## src/rtl/ptc_pkg.sv

```systemverilog
package ptc_pkg;
	// register byte offsets on the ahb-lite window
	localparam logic [7:0] OFF_COUNT = 8'h00;
	localparam logic [7:0] OFF_CTRL = 8'h04;
	localparam logic [7:0] OFF_HALT = 8'h08;
	localparam logic [7:0] OFF_IRQ_STAT = 8'h0C;
	localparam logic [7:0] OFF_IRQ_MASK = 8'h10;
	localparam logic [7:0] OFF_PEND = 8'h14;
	// control register field positions
	localparam int CTRL_EDGE_BIT = 5;
	localparam int CTRL_SRC_BIT = 4;
	localparam int CTRL_DIV_LSB = 0;
	localparam int DIV_W = 4;
	localparam int PRESC_W = 8;
	// status bit positions
	localparam int STAT_ROLL_BIT = 0;
	localparam int STAT_PEND_BIT = 1;
	// reset values
	localparam logic [7:0] COUNT_RST = 8'h00;
	localparam logic [5:0] CTRL_RST = 6'h00;
	localparam logic HALT_RST = 1'b0;
	// instruction cycle is half of the system clock
	localparam int ICYC_DIV = 2;
	localparam logic [31:0] ZERO_WORD = 32'h0000_0000;
endpackage : ptc_pkg

```

## src/rtl/ptc_prescaler.sv

```systemverilog
`timescale 1ns/10ps
// power-of-two prescaler; codes with top bit set divide by 256
module ptc_prescaler
	import ptc_pkg::*;
#(
	parameter int WIDTH = ptc_pkg::PRESC_W
)
(
	input wire logic hclk,
	input wire logic hresetn,
	input wire logic src_pulse,
	input wire logic clear,
	input wire logic [ptc_pkg::DIV_W-1:0] div_sel,
	output logic tick
);
	// the divide decode below only spans eight prescaler bits
	if (WIDTH != 8)
	begin : g_width_check
		$error("prescaler width must be 8");
	end

	logic [WIDTH-1:0] presc_r;
	logic [WIDTH-1:0] mask;

	// terminal mask selects 2^n source pulses per tick
	always_comb
	begin
		if (div_sel[DIV_W-1])
			mask = '1;
		else
			mask = WIDTH'((1 << div_sel[DIV_W-2:0]) - 1);
	end

	// clear wins over counting; without a source pulse state is held
	always_ff @(posedge hclk or negedge hresetn)
	begin
		if (!hresetn)
			presc_r <= '0;
		else if (clear)
			presc_r <= '0;
		else if (src_pulse)
		begin
			if ((presc_r & mask) == mask)
				presc_r <= '0;
			else
				presc_r <= presc_r + 1'b1;
		end
	end

	// tick pulse on the last source pulse of a period
	always_ff @(posedge hclk or negedge hresetn)
	begin
		if (!hresetn)
			tick <= 1'b0;
		else
			tick <= !clear && src_pulse && ((presc_r & mask) == mask);
	end
endmodule : ptc_prescaler

```

## src/rtl/ptc_timer.sv

```systemverilog
`timescale 1ns/10ps
// Function
// - counter is an 8-bit register readable and writable by software
// - counter steps on prescaled tick and wraps unaided
// - prescaler source is instruction cycle or chosen edge of count input
// - 4-bit write-only divider select sets pulses per increment
// - wrap from all-ones to zero sets rollover pending flag
// - rollover_irq requested only while pending flag and enable both set
// - halt bit stops counting; clearing it resumes
// - writing divider select clears the 8-bit prescaler
// - direct counter write pulses a strobe and clears prescaler
// - counter advances exactly one per prescaled tick not landing on a halt or counter write
// - timer rollover rate is instruction rate / divide / 256
// - source select zero clocks prescaler from half system clock
// - codes 0..7 divide by 2^code, top bit set divides by 256
// - pending flag stays set until software writes zero to it
// - edge select zero counts rising edges, one counts falling
module ptc_timer
	import ptc_pkg::*;
(
	input wire logic hclk,
	input wire logic hresetn,
	input wire logic hsel,
	input wire logic [31:0] haddr,
	input wire logic [1:0] htrans,
	input wire logic hwrite,
	input wire logic [2:0] hsize,
	input wire logic [31:0] hwdata,
	input wire logic hready,
	output logic [31:0] hrdata,
	output logic hreadyout,
	output logic hresp,
	input wire logic external_count_input,
	output logic rollover_irq,
	output logic irq,
	output logic direct_write_strobe
);
	import ptc_pkg::*;

	logic [7:0] counter_value_r;
	logic [DIV_W-1:0] rate_divider_select_r;
	logic count_source_select_r;
	logic input_edge_select_r;
	logic count_halt_r;
	logic rollover_pending_flag_r;
	logic rollover_irq_enable_r;
	logic roll_stat_r;
	logic roll_mask_r;
	logic icyc_r;
	logic ext_s1_r;
	logic ext_s2_r;
	logic ext_s3_r;
	logic wr_pend_r;
	logic [7:0] wr_addr_r;
	logic rd_pend_r;
	logic [7:0] rd_addr_r;
	logic prescaled_tick;
	logic src_pulse;
	logic presc_clear;
	logic ext_edge;
	logic wr_count;
	logic wr_ctrl;
	logic wr_pend;
	logic rd_stat;
	logic wrap;
	logic addr_ok;

	// bus always answers in zero wait states with okay
	assign hreadyout = 1'b1;
	assign hresp = 1'b0;

	assign addr_ok = hsel && hready && htrans[1] && hsize == 3'b010;

	// capture the address phase for the following data phase
	always_ff @(posedge hclk or negedge hresetn)
	begin
		if (!hresetn)
		begin
			wr_pend_r <= 1'b0;
			rd_pend_r <= 1'b0;
			wr_addr_r <= 8'h00;
			rd_addr_r <= 8'h00;
		end
		else if (hready)
		begin
			wr_pend_r <= addr_ok && hwrite;
			rd_pend_r <= addr_ok && !hwrite;
			wr_addr_r <= haddr[7:0];
			rd_addr_r <= haddr[7:0];
		end
	end

	assign wr_count = wr_pend_r && wr_addr_r == OFF_COUNT;
	assign wr_ctrl = wr_pend_r && wr_addr_r == OFF_CTRL;
	assign wr_pend = wr_pend_r && wr_addr_r == OFF_PEND;
	assign rd_stat = rd_pend_r && rd_addr_r == OFF_IRQ_STAT;

	// read data is registered at the address phase for a flop output
	always_ff @(posedge hclk or negedge hresetn)
	begin
		if (!hresetn)
			hrdata <= ZERO_WORD;
		else if (addr_ok && !hwrite)
		begin
			unique case (haddr[7:0])
				OFF_COUNT: hrdata <= {24'h00_0000, counter_value_r};
				OFF_HALT: hrdata <= {31'h0000_0000, count_halt_r};
				OFF_IRQ_STAT: hrdata <= {30'h0000_0000,
					rollover_pending_flag_r, roll_stat_r};
				OFF_IRQ_MASK: hrdata <= {31'h0000_0000, roll_mask_r};
				OFF_PEND: hrdata <= {30'h0000_0000,
					rollover_irq_enable_r, rollover_pending_flag_r};
				default: hrdata <= ZERO_WORD; // control is write-only
			endcase
		end
	end

	// write-only mode and divider fields
	always_ff @(posedge hclk or negedge hresetn)
	begin
		if (!hresetn)
		begin
			rate_divider_select_r <= CTRL_RST[DIV_W-1:0];
			count_source_select_r <= 1'b0;
			input_edge_select_r <= 1'b0;
		end
		else if (wr_ctrl)
		begin
			rate_divider_select_r <= hwdata[CTRL_DIV_LSB +: DIV_W];
			count_source_select_r <= hwdata[CTRL_SRC_BIT];
			input_edge_select_r <= hwdata[CTRL_EDGE_BIT];
		end
	end

	// halt and mask controls
	always_ff @(posedge hclk or negedge hresetn)
	begin
		if (!hresetn)
		begin
			count_halt_r <= HALT_RST;
			roll_mask_r <= 1'b0;
			rollover_irq_enable_r <= 1'b0;
		end
		else if (wr_pend_r)
		begin
			if (wr_addr_r == OFF_HALT)
				count_halt_r <= hwdata[0];
			if (wr_addr_r == OFF_IRQ_MASK)
				roll_mask_r <= hwdata[STAT_ROLL_BIT];
			if (wr_pend)
				rollover_irq_enable_r <= hwdata[STAT_PEND_BIT];
		end
	end

	// instruction cycle enable at half the system clock
	always_ff @(posedge hclk or negedge hresetn)
	begin
		if (!hresetn)
			icyc_r <= 1'b0;
		else
			icyc_r <= !icyc_r;
	end

	// count input sampled once per instruction cycle; source must hold
	// each level over one instruction cycle or edges are missed
	always_ff @(posedge hclk or negedge hresetn)
	begin
		if (!hresetn)
		begin
			ext_s1_r <= 1'b0;
			ext_s2_r <= 1'b0;
			ext_s3_r <= 1'b0;
		end
		else if (icyc_r)
		begin
			ext_s1_r <= external_count_input;
			ext_s2_r <= ext_s1_r;
			ext_s3_r <= ext_s2_r;
		end
	end

	// edge on synchronised input, polarity by edge select
	assign ext_edge = input_edge_select_r ?
		(ext_s3_r && !ext_s2_r) : (!ext_s3_r && ext_s2_r);

	// halt freezes the prescaler by withholding source pulses
	assign src_pulse = !count_halt_r && icyc_r &&
		(count_source_select_r ? ext_edge : 1'b1);
	assign presc_clear = wr_ctrl || wr_count;

	ptc_prescaler #(
		.WIDTH(PRESC_W)
	) u_presc (
		.hclk(hclk),
		.hresetn(hresetn),
		.src_pulse(src_pulse),
		.clear(presc_clear),
		.div_sel(rate_divider_select_r),
		.tick(prescaled_tick)
	);

	// a tick landing on a halt or counter write is dropped
	assign wrap = prescaled_tick && !count_halt_r && !wr_count &&
		counter_value_r == 8'hFF;

	// counter: software write wins, otherwise one step per tick
	always_ff @(posedge hclk or negedge hresetn)
	begin
		if (!hresetn)
			counter_value_r <= COUNT_RST;
		else if (wr_count)
			counter_value_r <= hwdata[7:0];
		else if (prescaled_tick && !count_halt_r)
			counter_value_r <= counter_value_r + 8'h01;
	end

	// write strobe pulse for the counter write
	always_ff @(posedge hclk or negedge hresetn)
	begin
		if (!hresetn)
			direct_write_strobe <= 1'b0;
		else
			direct_write_strobe <= wr_count;
	end

	// pending flag: hardware set beats software zero-write
	always_ff @(posedge hclk or negedge hresetn)
	begin
		if (!hresetn)
			rollover_pending_flag_r <= 1'b0;
		else if (wrap)
			rollover_pending_flag_r <= 1'b1;
		else if (wr_pend && !hwdata[STAT_PEND_BIT - 1])
			rollover_pending_flag_r <= 1'b0;
	end

	// sticky status cleared by reading; new event wins
	always_ff @(posedge hclk or negedge hresetn)
	begin
		if (!hresetn)
			roll_stat_r <= 1'b0;
		else if (wrap)
			roll_stat_r <= 1'b1;
		else if (rd_stat && hrdata[STAT_ROLL_BIT])
			roll_stat_r <= 1'b0; // only an event the read returned is cleared
	end

	// interrupt outputs registered
	always_ff @(posedge hclk or negedge hresetn)
	begin
		if (!hresetn)
		begin
			rollover_irq <= 1'b0;
			irq <= 1'b0;
		end
		else
		begin
			rollover_irq <= rollover_pending_flag_r &&
				rollover_irq_enable_r;
			irq <= roll_stat_r && roll_mask_r;
		end
	end
endmodule : ptc_timer

```

## config.mk

```make
export PLATFORM = sky130hd
export DESIGN_NAME = ptc_timer
export DESIGN_NICKNAME = d
export VERILOG_FILES = /design/src/rtl/ptc_pkg.sv /design/src/rtl/ptc_prescaler.sv /design/src/rtl/ptc_timer.sv
export SDC_FILE = /design/constraint.sdc
export NUM_CORES = 1
export LEC_CHECK = 0
export BUFFER_PORTS_ARGS = -buffer_cell sky130_fd_sc_hd__buf_4
export CORE_AREA = 2 2 74 76
export CTS_BUF_LIST = sky130_fd_sc_hd__clkbuf_8
export CTS_CLUSTER_SIZE = 12
export DETAILED_ROUTE_END_ITERATION = 12
export DIE_AREA = 0 0 76 78
export PLACE_DENSITY = 0.86
export RECOVER_POWER = 50
export SYNTH_ARGS = -nofsm -noshare
export SYNTH_HDL_FRONTEND = slang
export SYNTH_SLANG_ARGS = --single-unit
```

## constraint.sdc

```tcl
create_clock -name hclk -period 3.6 [get_ports hclk]
set_input_delay 0.72 -clock hclk [delete_from_list [all_inputs] [get_ports hclk]]
set_output_delay 0.72 -clock hclk [all_outputs]
set_load 0.005 [all_outputs]
```

==> results <==
- At the end of routability-driven placement, the weighted congestion stood at 0.846.
- The combined global-route utilization of all metal layers is 17.3%.
- In this run, the number of DRC markers left after iteration 0 of detailed routing was 116.
- The launching element type of the critical path is a flop.
- In this run the cell area measured after placement is 2900 um^2.
- The initial utilization of the core area, before any placement, comes to 53.0%.
- The via count of the first global-routing pass is 1807.
- The async set or reset register ratio after synthesis is 100%.
- Static timing analysis puts the maximum clock frequency at 0.475 GHz.
- The setup path with the least slack is of type flop to flop.
- The sum of routed wire length over all layers is 5170 um.
- Clock tree synthesis found a total of 53 sinks.
- At the pin with the least slew margin, the transition time is 0.920 ns.
- On the critical path, the stage with the largest delay is an instance of nor2_1.
- The dominant synthesized flop cell is dfrtp_1.
- The post-CTS setup-driven buffer insertion count is 0.
- In the routed layout, each cell is associated on average with a via count of 5.33.
- The number of CTS-inserted buffers is 5.
- The power density normalized to cell area is 453 nW/um^2.
- The worst-case vdd ir drop is 0.000205 V.
- In this run the tightest slew margin relative to its limit is 38.5%.
- Max-cap violations in this run came to 0.
- Yosys mapped a number of flops with a built-in enable equal to 0.
- The total of hold buffers inserted after clock tree synthesis is 0.
- In this run the number of H-tree levels came out at 2.
- The repair_antennas step left the layout with diodes totalling 0.
- The post-layout instance area is 3000 um^2.
- The cell area after technology mapping is 2670 um^2.
- The layout overhead on the synthesized area is 12.3%.
- The post-route worst hold slack is 0.430 ns.
- The number of iterations in the first detailed-routing pass is 4.
- The tree is rooted in a clkbuf_8.
- In the routed design, unresolved DRC markers number 0.
- From bottom edge to top edge, the die measures 78 um.
- The final-report setup violation count is 0.
- The number of antenna violations at the first check in global routing is 0.
- The share of the Yosys chip area taken by registers is 49.7%.
- The run finished with clean final reports.
- Setup repair after global routing left no endpoint under its margin.
- The routed via count is 1908.
- The total congestion overflow after global routing is 0.
- Including well taps, the total number of placed cells is 350.
- At the later pin of the worst-skew pair, clock insertion delay measures 0.31 ns.
- For the worst setup path, the data required time is 3.81 ns.
- After clock tree synthesis, the clock-pin slew on the worst setup and hold paths is 0.10 ns.
- In the final routed layout, each cell accounts on average for 14.4 um.
- The biggest fanout along the worst timing path is 18.
- 112 I/O pins were placed.
- In this run the deepest clock path goes through 2 buffers.
- The floorplan row count is 26.
- The net count of the finished layout is 364.
- The number of resized instances in the post-cts repair step is 0.
- Entering global routing, the biggest net connects 54 pins.
- For this run, the slowest stage of the critical path takes 0.73 ns.
- The unique cell type count in the Yosys netlist is 38.
- Once detailed placement completed, the half-perimeter wirelength came to 3740 um.
- The width of the die is 76 um.
- For the finished layout, the period the worst path requires is 2.10 ns.
- The final-report hold violation count was 0.
- The worst endpoint data arrival time is 2.31 ns.
- The post-layout instance count excluding filler cells is 358.
- After filler insertion, the fill cell instance count of the layout stands at 413.
- Buffers placed on the I/O ports in this run total 36.
- In the final timing run, aggregate negative setup slack is 0 ns.
- The count of nets left with antenna violations once routing finished came out at 0.
- The final worst-path cycle share is 58.5%.
- The core area is 5040 um^2.
- The number of flip-flops and latches in the synthesized netlist is 53.
- In this run the mean area of a mapped cell was 10.6 um^2.
- The Yosys warning count is 0.
- The first-pass GRT wire length is 8220 um.
- The count of pins over their slew limit is 0.
- The share of post-route cells with drive strength above 1 is 24.7%.
- Counting every instance in the synthesized netlist gives 251.
- The floorplan step defined a die boundary enclosing 5930 um^2.
- The critical path goes through nor3_1 > nand3_1 > nor2_1 > or4_1 > nand2_1.
- The leakage power is 1.34 nW.
- The clock skew is 0.00658 ns.
- The path class of the tightest hold or removal check is input pin to asynchronous set/reset pin.
- TritonCTS built the clock tree.
- The worst setup path is captured at a flop.
## critical path: cells and delay by family (launching register included)
kind             cells  cell delay, ns
and+or+nand+nor      5            1.62
DFF                  1            0.39
## placed cells by master (no fill, tap or decap), drive strengths merged, types with 2 or more instances in the layout
master / netlist / layout
a22o: 6 / 6
conb: 2 / 26
nor3: 4 / 4
ha: 2 / 2
and3: 4 / 4
buf: 26 / 36
dfrtp: 53 / 53
clkbuf: 5 / 5
nand3b: 3 / 3
nand3: 10 / 10
or3b: 2 / 2
o211ai: 2 / 2
o21ai: 21 / 21
clkinv: 0 / 2
mux2i: 3 / 3
nand2: 25 / 25
nor2: 11 / 11
xnor2: 2 / 2
a21oi: 4 / 4
nand4: 10 / 10
xor2: 10 / 10
nor2b: 4 / 4
or4: 3 / 3
and2: 3 / 3
inv: 5 / 6
mux2: 20 / 20
## final timing paths
path / from / to / slack (ns) / depth (start not counted)
min in group hclk: hrdata[1] / hrdata[1] / 0.50 / 2
setup reg to reg: rd_addr_r[5] / rollover_pending_flag_r / 1.50 / 5
hold reg to reg: hrdata[1] / hrdata[1] / 0.50 / 2
setup / recovery: rd_addr_r[5] / rollover_pending_flag_r / 1.50 / 5
hold / removal: hresetn / hrdata[7] / 0.43 / 1
max in group asynchronous: hresetn / rd_addr_r[5] / 2.75 / 1
## synth_stat cells (4+ instances only)
library cell	n	area share (%)
nor3_1	4	0.75
nand2_1	24	3.4
nand4_1	10	2.3
nand3_1	10	1.9
a21oi_1	4	0.75
mux2_2	20	8.4
xor2_1	10	3.3
buf_4	26	7.3
and3_1	4	0.94
nor2_1	11	1.5
a22o_1	6	2.0
nor2b_1	4	0.94
inv_1	5	0.70
dfrtp_1	53	50
o21ai_0	21	3.9
clkbuf_1	5	0.70
## metal layers
| layer | routed length, um | track usage [%] | part of all wire [%] | vias up |
|---|---|---|---|---|
| li1 | - | - | - | 898 |
| met1 | 2170 | 20.4 | 42 | 945 |
| met2 | 2660 | 30.6 | 52 | 55 |
| met3 | 232 | 4.42 | 4.5 | 10 |
| met4 | 106 | 6.00 | 2.1 | 0 |
| met5 | 0 | 0 | 0 | - |
## cell type report
type,count,area (um^2),share of cell area [%]
clock buffers,5,68.8,2.29
clock inverters,3,26.3,0.876
inverters,5,18.8,0.626
multi-input cells,186,1200,40.0
flip-flops and latches,53,1330,44.2
well taps,70,87.6,2.92
repair buffers,36,270,9.01
## stage by stage
| step | setup WS (ns) | total power [mW] | utilization, % |
|---|---|---|---|
| after floorplan | 1.53 | 0.942 | - |
| after global placement | 1.21 | 0.995 | 57.6 |
| after detailed placement | 1.20 | 1.02 | 57.6 |
| after CTS | 1.47 | 1.37 | 59.5 |
| after global routing | 1.23 | 1.43 | 59.5 |
| final | 1.50 | 1.36 | 59.5 |
## registers in the layout, indices dropped and copies added, names as in the netlist
register / flops
rollover_pending_flag_r: 1
rollover_irq_enable_r: 1
ext_s3_r: 1
hrdata: 8
rollover_irq: 1
ext_s1_r: 1
irq: 1
counter_value_r: 8
u_presc.presc_r: 8
direct_write_strobe: 1
roll_mask_r: 1
input_edge_select_r: 1
icyc_r: 1
rd_pend_r: 1
rd_addr_r: 8
count_source_select_r: 1
wr_pend_r: 1
ext_s2_r: 1
count_halt_r: 1
u_presc.tick: 1
roll_stat_r: 1
rate_divider_select_r: 4
## cell families after synthesis
family                   Yosys count  synth area share (%)
XOR/XNOR                          12                  3.94
multiplexers                      23                  9.56
AND/OR/NAND/NOR                   86                  17.7
adder cells (fa/ha/maj)            2                 0.937
flip-flops                        53                  49.7
AO/OA/AOI/OAI                     37                  9.23
buffers and inverters             36                  8.72
other                              2                 0.281
## report_power, final
group	internal, mW	leakage (nW)	switching (mW)	total (mW)
Combinational	0.112	0.646	0.112	0.223
Sequential	0.677	0.649	0.109	0.787
Clock	0.142	0.0487	0.208	0.350
Total	0.931	1.34	0.429	1.36
Power figures use the tool's default switching activity.
